[src/common/bswt_pkg.sv]
// Purpose: shared constants and types of the bcd stopwatch timer
// Assumes: 8-bit register port, 16-bit byte addresses
// Notes:   every register address, field position, digit limit and vector used by the design is named here
`default_nettype none
package bswt_pkg;
    // --------------------------------------------------------------
    // register map
    // --------------------------------------------------------------
    localparam logic [15:0] ADDR_PRIO  = 16'hff20;
    localparam logic [15:0] ADDR_EN    = 16'hff22;
    localparam logic [15:0] ADDR_FLAG  = 16'hff26;
    localparam logic [15:0] ADDR_CTRL  = 16'hff42;
    localparam logic [15:0] ADDR_COUNT = 16'hff43;

    // --------------------------------------------------------------
    // field positions
    // --------------------------------------------------------------
    localparam int BIT_RUN   = 0;
    localparam int BIT_CLEAR = 1;
    localparam int BIT_PRIO  = 2;
    localparam int BIT_TICK  = 4;
    localparam int NUM_TICK  = 3;

    // --------------------------------------------------------------
    // reset values, digit limits and divider ends
    // --------------------------------------------------------------
    localparam logic [7:0] RST_BYTE  = 8'h00;
    localparam logic [3:0] DIGIT_MAX = 4'h9;
    localparam logic [3:0] DIGIT_ZRO = 4'h0;
    localparam logic [1:0] PRIO_NONE = 2'h0;
    localparam logic [1:0] DIV_TWO   = 2'h1;
    localparam logic [1:0] DIV_THREE = 2'h2;

    // --------------------------------------------------------------
    // tick interrupt vectors
    // --------------------------------------------------------------
    localparam logic [23:0] VEC_HUND = 24'h00002e;
    localparam logic [23:0] VEC_TENS = 24'h000030;
    localparam logic [23:0] VEC_SEC  = 24'h000032;

    // --------------------------------------------------------------
    // run control state, one bit changes per step except stopping to stopped
    // --------------------------------------------------------------
    typedef enum logic [1:0] {
        BSWT_STOPPED  = 2'h0,
        BSWT_RUNNING  = 2'h1,
        BSWT_STOPPING = 2'h3
    } bswt_run_t;

    // tick vector: [0] second, [1] tenths, [2] hundredths
    typedef logic [NUM_TICK-1:0] bswt_tick_t;

    // register port request
    typedef struct packed {
        logic [15:0] addr;
        logic [7:0]  wdata;
        logic        wr;
        logic        rd;
    } bswt_req_t;
endpackage
`default_nettype wire

[src/hdl/bswt_digits.sv]
// Purpose: two cascaded bcd digits with feedback 100 hz divider
// Assumes: step is a one-cycle falling 256 hz strobe while running
// Notes:   clear wins over counting
`default_nettype none
module bswt_digits (
    // clock and reset
    input  wire logic              clk,
    input  wire logic              rst_n,
    input  wire logic              ce,
    // control
    input  wire logic              step,
    input  wire logic              clear,
    // results
    output logic [7:0]             value,
    output bswt_pkg::bswt_tick_t   ticks
);
    typedef struct packed {
        logic [1:0] div;
        logic       alt;
        logic [3:0] hund;
        logic [3:0] tens;
    } bswt_dig_t;

    bswt_dig_t s_r;
    bswt_dig_t s_nxt;
    logic      hund_p;
    logic      tens_p;
    logic      sec_p;
    logic [1:0] div_end;

    // --------------------------------------------------------------
    // combinational next state
    // --------------------------------------------------------------
    // 2/256 and 3/256 intervals alternate
    assign div_end = s_r.alt ? bswt_pkg::DIV_THREE : bswt_pkg::DIV_TWO;
    assign hund_p  = step && (s_r.div == div_end);
    assign tens_p  = hund_p && (s_r.hund == bswt_pkg::DIGIT_MAX);
    assign sec_p   = tens_p && (s_r.tens == bswt_pkg::DIGIT_MAX);

    always_comb begin
        s_nxt = s_r;
        if (clear) begin
            s_nxt = '0;
        end else if (step) begin
            s_nxt.div = hund_p ? 2'h0 : 2'(s_r.div + 2'h1);
            if (hund_p) begin
                s_nxt.alt  = ~s_r.alt;
                s_nxt.hund = tens_p ? bswt_pkg::DIGIT_ZRO
                                    : 4'(s_r.hund + 4'h1);
                if (tens_p) begin
                    s_nxt.tens = sec_p ? bswt_pkg::DIGIT_ZRO
                                       : 4'(s_r.tens + 4'h1);
                end
            end
        end
    end

    // --------------------------------------------------------------
    // state register
    // --------------------------------------------------------------
    always_ff @(posedge clk or negedge rst_n) begin
        if (!rst_n) begin
            s_r <= '0;
        end else if (ce) begin
            s_r <= s_nxt;
        end
    end

    // outputs
    assign value = {s_r.tens, s_r.hund};
    assign ticks = {hund_p, tens_p, sec_p};

    // --------------------------------------------------------------
    // checks
    // --------------------------------------------------------------
    AST_BCD_LEGAL: assert property (
        @(posedge clk) disable iff (!rst_n)
        s_r.hund <= bswt_pkg::DIGIT_MAX && s_r.tens <= bswt_pkg::DIGIT_MAX)
        else $error("bcd digit out of range");
    AST_CLEAR_ZERO: assert property (
        @(posedge clk) disable iff (!rst_n)
        clear && ce |=> value == bswt_pkg::RST_BYTE)
        else $error("clear did not zero count");
    AST_DIV_GAP: assert property (
        @(posedge clk) disable iff (!rst_n)
        hund_p && ce |=> !hund_p)
        else $error("hundredths pulses back to back");
endmodule
`default_nettype wire

[src/hdl/bswt_top.sv]
// Purpose: bcd stopwatch timer with registers and tick interrupts
// Assumes: tick_256 is a level synchronous to clk
// Notes:   count advances only on the falling 256 hz strobe
`default_nettype none
module bswt_top (
    // clock and reset
    input  wire logic               clk,
    input  wire logic               resetn,
    input  wire logic               ce,
    // sub oscillator tick
    input  wire logic               tick_256,
    // register port
    input  wire logic [15:0]        addr,
    input  wire logic [7:0]         wdata,
    input  wire logic               wr,
    input  wire logic               rd,
    output logic [7:0]              rdata,
    // cpu interrupt side
    input  wire logic [1:0]         cpu_mask_level,
    output logic                    irq_req,
    output logic [1:0]              irq_level,
    output logic [23:0]             irq_vector
);
    typedef struct packed {
        bswt_pkg::bswt_run_t  run;
        logic                 run_wr;
        logic                 run_val;
        logic                 tick_d;
        logic [1:0]           prio;
        bswt_pkg::bswt_tick_t en;
        bswt_pkg::bswt_tick_t flag;
        logic [7:0]           rdata;
    } bswt_st_t;

    bswt_st_t            s_r;
    bswt_st_t            s_nxt;
    logic [1:0]          rst_sync_r;
    logic                rst_n;
    logic                fall;
    logic                step;
    logic                clear;
    logic [7:0]          value;
    bswt_pkg::bswt_tick_t ticks;
    bswt_pkg::bswt_tick_t pend;
    bswt_pkg::bswt_req_t req;

    // --------------------------------------------------------------
    // reset release
    // --------------------------------------------------------------
    always_ff @(posedge clk or negedge resetn) begin
        if (!resetn) begin
            rst_sync_r <= 2'h0;
        end else begin
            rst_sync_r <= {rst_sync_r[0], 1'b1};
        end
    end
    assign rst_n = rst_sync_r[1];

    // request bundle
    assign req = '{addr: addr, wdata: wdata, wr: wr, rd: rd};

    // address match helper
    function automatic logic hit(input logic [15:0] a,
                                 input logic [15:0] b);
        hit = (a == b);
    endfunction

    // --------------------------------------------------------------
    // tick strobe and counting enable
    // --------------------------------------------------------------
    assign fall  = s_r.tick_d && !tick_256;
    // counting on strobe while running or completing the stop step
    assign step  = fall && (s_r.run != bswt_pkg::BSWT_STOPPED);
    assign clear = req.wr && hit(req.addr, bswt_pkg::ADDR_CTRL)
                   && req.wdata[bswt_pkg::BIT_CLEAR];

    bswt_digits u_digits (
        .clk   (clk),
        .rst_n (rst_n),
        .ce    (ce),
        .step  (step),
        .clear (clear),
        .value (value),
        .ticks (ticks)
    );

    // --------------------------------------------------------------
    // combinational next state
    // --------------------------------------------------------------
    always_comb begin
        s_nxt = s_r;
        s_nxt.tick_d = tick_256;
        // run/stop request waits for the next falling tick
        if (req.wr && hit(req.addr, bswt_pkg::ADDR_CTRL)) begin
            s_nxt.run_wr  = 1'b1;
            s_nxt.run_val = req.wdata[bswt_pkg::BIT_RUN];
        end
        if (fall && s_r.run_wr && !(req.wr
            && hit(req.addr, bswt_pkg::ADDR_CTRL))) begin
            s_nxt.run_wr = 1'b0;
        end
        case (s_r.run)
            bswt_pkg::BSWT_STOPPED: begin
                if (fall && s_r.run_wr && s_r.run_val) begin
                    s_nxt.run = bswt_pkg::BSWT_RUNNING;
                end
            end
            bswt_pkg::BSWT_RUNNING: begin
                if (fall && s_r.run_wr && !s_r.run_val) begin
                    s_nxt.run = bswt_pkg::BSWT_STOPPING;
                end
            end
            bswt_pkg::BSWT_STOPPING: begin
                s_nxt.run = bswt_pkg::BSWT_STOPPED;
            end
            default: begin
                s_nxt.run = bswt_pkg::BSWT_STOPPED;
            end
        endcase
        // configuration stores
        if (req.wr && hit(req.addr, bswt_pkg::ADDR_PRIO)) begin
            s_nxt.prio = req.wdata[bswt_pkg::BIT_PRIO +: 2];
        end
        if (req.wr && hit(req.addr, bswt_pkg::ADDR_EN)) begin
            s_nxt.en = req.wdata[bswt_pkg::BIT_TICK +:
                                 bswt_pkg::NUM_TICK];
        end
        // flags: set wins over write-one clear
        for (int i = 0; i < bswt_pkg::NUM_TICK; i++) begin
            if (req.wr && hit(req.addr, bswt_pkg::ADDR_FLAG)
                && req.wdata[bswt_pkg::BIT_TICK + i]) begin
                s_nxt.flag[i] = 1'b0;
            end
            if (ticks[i]) begin
                s_nxt.flag[i] = 1'b1;
            end
        end
        // read data, valid one cycle after rd; count byte is read-only
        s_nxt.rdata = bswt_pkg::RST_BYTE;
        if (req.rd) begin
            if (hit(req.addr, bswt_pkg::ADDR_PRIO)) begin
                s_nxt.rdata[bswt_pkg::BIT_PRIO +: 2] = s_r.prio;
            end else if (hit(req.addr, bswt_pkg::ADDR_EN)) begin
                s_nxt.rdata[bswt_pkg::BIT_TICK +:
                            bswt_pkg::NUM_TICK] = s_r.en;
            end else if (hit(req.addr, bswt_pkg::ADDR_FLAG)) begin
                s_nxt.rdata[bswt_pkg::BIT_TICK +:
                            bswt_pkg::NUM_TICK] = s_r.flag;
            end else if (hit(req.addr, bswt_pkg::ADDR_CTRL)) begin
                // run reads back as written, a pending start too
                // stays one until the stop is done; clear reads zero
                s_nxt.rdata[bswt_pkg::BIT_RUN] =
                    (s_r.run != bswt_pkg::BSWT_STOPPED)
                    || (s_r.run_wr && s_r.run_val);
            end else if (hit(req.addr, bswt_pkg::ADDR_COUNT)) begin
                s_nxt.rdata = value;
            end
        end
    end

    // --------------------------------------------------------------
    // state register
    // --------------------------------------------------------------
    always_ff @(posedge clk or negedge rst_n) begin
        if (!rst_n) begin
            s_r <= '0;
        end else if (ce) begin
            s_r <= s_nxt;
        end
    end

    // --------------------------------------------------------------
    // interrupt request and vector
    // --------------------------------------------------------------
    assign pend = s_r.flag & s_r.en;
    assign irq_req = (|pend) && (s_r.prio > cpu_mask_level);
    assign irq_level = s_r.prio;
    assign irq_vector = pend[2] ? bswt_pkg::VEC_HUND :
                        pend[1] ? bswt_pkg::VEC_TENS :
                        pend[0] ? bswt_pkg::VEC_SEC : 24'h000000;
    assign rdata = s_r.rdata;

    // --------------------------------------------------------------
    // checks
    // --------------------------------------------------------------
    AST_IRQ_GATE: assert property (
        @(posedge clk) disable iff (!rst_n)
        irq_req |-> (|(s_r.flag & s_r.en)) && irq_level > cpu_mask_level
        && irq_vector != 24'h000000)
        else $error("request without cause");
    AST_FLAG_SET: assert property (
        @(posedge clk) disable iff (!rst_n)
        ce && ticks[0] |=> s_r.flag[0])
        else $error("second flag not set");
    AST_FLAG_CLR: assert property (
        @(posedge clk) disable iff (!rst_n)
        ce && wr && addr == bswt_pkg::ADDR_FLAG
        && wdata[bswt_pkg::BIT_TICK + 2] && !ticks[2]
        |=> !s_r.flag[2])
        else $error("flag not cleared");
    AST_HOLD: assert property (
        @(posedge clk) disable iff (!rst_n)
        s_r.run == bswt_pkg::BSWT_STOPPED && !clear |=> $stable(value))
        else $error("count moved while stopped");
    AST_STOP_STEP: assert property (
        @(posedge clk) disable iff (!rst_n)
        ce && s_r.run == bswt_pkg::BSWT_STOPPING
        |=> s_r.run == bswt_pkg::BSWT_STOPPED)
        else $error("stop did not complete");
    AST_CTRL_READ: assert property (
        @(posedge clk) disable iff (!rst_n)
        ce && rd && addr == bswt_pkg::ADDR_CTRL |=> rdata[7:1] == 7'h00)
        else $error("control upper bits not zero");
    AST_VEC: assert property (
        @(posedge clk) disable iff (!rst_n)
        irq_req && pend[2] |-> irq_vector == bswt_pkg::VEC_HUND)
        else $error("wrong vector");
    AST_COUNT_RO: assert property (
        @(posedge clk) disable iff (!rst_n)
        ce && wr && addr == bswt_pkg::ADDR_COUNT && !step |=> $stable(value))
        else $error("count byte was written");
    // a start written but not yet applied already reads one
    AST_RUN_READ: assert property (
        @(posedge clk) disable iff (!rst_n)
        ce && rd && addr == bswt_pkg::ADDR_CTRL && s_r.run_wr && s_r.run_val
        |=> rdata[bswt_pkg::BIT_RUN])
        else $error("pending start reads zero");
    // read data stand one cycle only, then idle at zero
    AST_RDATA_IDLE: assert property (
        @(posedge clk) disable iff (!rst_n)
        ce && !rd |=> rdata == bswt_pkg::RST_BYTE)
        else $error("read data outside read cycle");
endmodule
`default_nettype wire

[config.mk]
export PLATFORM = sky130hd
export DESIGN_NAME = bswt_top
export DESIGN_NICKNAME = d
export VERILOG_FILES = /design/src/common/bswt_pkg.sv /design/src/hdl/bswt_digits.sv /design/src/hdl/bswt_top.sv
export SDC_FILE = /design/constraint.sdc
export NUM_CORES = 1
export LEC_CHECK = 0
export BUFFER_PORTS_ARGS = -buffer_cell sky130_fd_sc_hd__buf_2
export CORE_UTILIZATION = 38
export CTS_CLUSTER_SIZE = 25
export DETAILED_ROUTE_END_ITERATION = 8
export PLACE_DENSITY = 0.71
export SLEW_MARGIN = 15
export SYNTH_ARGS = -nofsm -noshare
export SYNTH_HDL_FRONTEND = slang
export SYNTH_SLANG_ARGS = --single-unit
[constraint.sdc]
create_clock -name clk -period 2.4 [get_ports clk]
set_clock_uncertainty 0.2 [all_clocks]
set_input_delay 0.24 -clock clk [delete_from_list [all_inputs] [get_ports clk]]
set_output_delay 0.24 -clock clk [all_outputs]
set_load 0.005 [all_outputs]
==> flow_summary.json <==
{
  "fill_cells": 498,
  "mostFrequentLayoutCell": "buf_2",
  "dpl.hpwl_microns": 3260,
  "drt-total-wl_microns": 4260,
  "cts-htree-levels": 2,
  "final-max-slew-violation-count": 0,
  "clk_latency_ps": 280,
  "finalSetupViolations": 0,
  "synth_compound_area_share_pct": 17.1,
  "cts_hold_buf": 4,
  "fin_cells": 335,
  "gp_congestion": 0.821,
  "crit_type": "flip-flop to flip-flop",
  "r2r_slack_ps": 470,
  "num_vias": 1698,
  "synth_largest_area_cell": "dfrtp_1",
  "rsz0062_at_grt": "false",
  "synthMuxAreaShare_pct": 4.21,
  "hold_class": "input pin to flip-flop",
  "ys.flop_type": "dfrtp_1",
  "fmax_mhz": 517,
  "grt_max_degree": 33,
  "vias_per_cell": 5.07,
  "ant_nets": 0,
  "ys_seq_elements": 34,
  "reg2regPathDepth": 5,
  "combPwrFrac_pct": 8.0,
  "startpoint_type": "flip-flop",
  "cts_tree": "yes",
  "antenna_found_initial": 0,
  "synth_xor_area_share_pct": 0,
  "sw_frac_of_total_pct": 23.2,
  "portBuffers": 46,
  "yosys-top-cells-area": "dfrtp_1, buf_4, nand2_1",
  "cap_violations": 0,
  "timing.final.crit_period_ps": 1930,
  "grt_pass1_wl_microns": 7360,
  "final_hold_viol_count": 0,
  "wl_per_cell_microns": 12.7,
  "route.detailed.drc": 0,
  "cp.required_ps": 2360,
  "placed_cells": 323,
  "crit_buf_inv": 0,
  "syn_inst": 218,
  "post_cts_buffers": 0,
  "cts.sinks": 34,
  "first_pass_iters": 4,
  "root_buffer": "clkbuf_8",
  "yosys_warnings": 0,
  "hold_start": "tick_256",
  "fin_setup_tns_ps": 0,
  "async_flop_share_pct": 100,
  "ys_types": 53,
  "die_h_microns": 76.6,
  "nets": 302,
  "synth_edf_count": 0,
  "period_share_pct": 80.6,
  "cts-resized-gates": 0,
  "p_seq_share_pct": 52.8,
  "critPathArrivalTime_ps": 1890,
  "dieArea_sq_um": 5860,
  "cts.clk_slew.worst_paths_ps": 70,
  "die_w_microns": 76.6,
  "cpLargestDelayFamily": "simple AND/OR/NAND/NOR gates",
  "syn_area_per_cell_sq_um": 9.69,
  "synth.cell_area_sq_um": 2110,
  "critPathMaxStageDelay_ps": 440,
  "synth_top_family_by_area": "simple AND/OR/NAND/NOR gates",
  "critPathCaptureType": "flip-flop",
  "synth-adder-area-share_pct": 3.55,
  "timing.rr.start": "u_digits.s_r[8]",
  "status": "finished clean",
  "clockBufferDepth": 2,
  "min_path_cells": 2,
  "total_power_uw": 1090,
  "drive_gt1_share_pct": 26.4,
  "syn_to_final_growth_pct": 14.7,
  "slowest_stage": "dfrtp_1",
  "power_density_nw_per_um2": 452,
  "final_cell_mix": "buf_2, dfrtp_1, nand2_1",
  "p_sw_uw": 253,
  "insertedDiodeCount": 0,
  "p_leak_uw": 0.00127,
  "io_pins": 67,
  "holdPathEnd": "s_r[16]",
  "vdd_drop_max_mv": 0.246,
  "row_count": 26,
  "grt_overflow": 0,
  "rr_endpoint": "u_digits.value[7]",
  "power_frac_clock_pct": 39.2,
  "cp_max_fo": 6,
  "path_cells": "nor3b_1 -> o2111ai_1 -> nor2_1 -> a21boi_0 -> a2bb2oi_1",
  "drt_iter0_drc": 82,
  "core_area_sq_um": 5240,
  "cts_buffers": 5,
  "start_util_pct": 40.3,
  "ys_seq_area_share_pct": 40.3,
  "synth_top_area_share_pct": 40.3,
  "grt_pass1_vias": 1565,
  "yosys.area_share.simple_pct": 20.8,
  "intPower_uw": 841,
  "track_usage_pct": 15.5
}
[area by class of cell]
type	instances	area (sq um)	share of cell area, %
repair buffers	55	308	12.7
inverters	11	41.3	1.70
flip-flops and latches	34	851	35.1
multi-input cells	157	1040	42.9
clock buffers	6	82.6	3.41
clock inverters	2	12.5	0.517
well taps	70	87.6	3.62
[stage by stage]
stage               utilization, %  area (sq um)  worst slack (ps)  hold slack, ps
finish                        46.2          2420               466            5.75
global route                  46.2          2420               312            9.48
CTS                           46.2          2420               476            2.13
detailed placement            43.7          2290               184            -171
global placement              43.7          2290               205            -174
floorplan                        -          2180               252            -256
[cells in the mapped netlist (4+ instances only)]
cell and count:
ha_1 6, inv_1 11, buf_4 30, mux2_2 5, dfrtp_1 34, nand2_1 29
a22o_1 7, a21oi_1 6, nor2_1 8, o21ai_0 5, a22oi_1 4, nand3_1 6
[per-layer routing]
metal  share of wire, %  vias to the layer above  global-route usage, %  wire length, microns
met3                5.8                        8                   3.95                   246
met4                1.2                        0                   5.38                    50
met1                 45                      796                   20.9                  1930
li1                   -                      834                      -                     -
met2                 48                       60                   24.0                  2030
met5                  0                        -                      0                     0
[state kept, by name (all words and copies together), names as in the netlist]
register	count
irq_level	2
rst_sync_r	2
u_digits.s_r	3
rdata	8
u_digits.value	8
s_r	11
[how the worst max path moves through the flow]
stage,from,end,depth (start not counted),slack [ps]
after global placement,addr[0],irq_level[1],5,200
after detailed placement,addr[0],irq_level[1],5,180
after floorplan,addr[0],irq_level[0],5,250
final,u_digits.s_r[8],u_digits.value[7],5,470
after CTS,u_digits.s_r[8],u_digits.value[1],5,480
after global routing,u_digits.s_r[8],u_digits.value[4],5,310
[worst register-to-register path, delay by kind of cell, from the launching register on]
family          cells  cell delay [ps]
flops               1              440
simple gates        2              630
compound gates      3              540
[kinds of logic (layout without fill, tap and decap cells)]
family	Yosys count	in the layout
AND/OR/NAND/NOR	75	75
AO/OA/AOI/OAI	48	48
buffers and inverters	45	74
flip-flops	34	34
multiplexers	8	8
adder cells (fa/ha/maj)	6	6
other	2	20
[power by group through the flow]
stage / logic [uW] / clock network [uW] / registers, uW
6_report: 88.0 / 429 / 578
5_1_grt: 98.8 / 468 / 578
4_1_cts: 88.3 / 443 / 578
3_5_place_dp: 83.2 / 0 / 589
3_3_place_gp: 82.2 / 0 / 588
2_1_floorplan: 59.1 / 0 / 596
(Power assumes the default switching activity.)
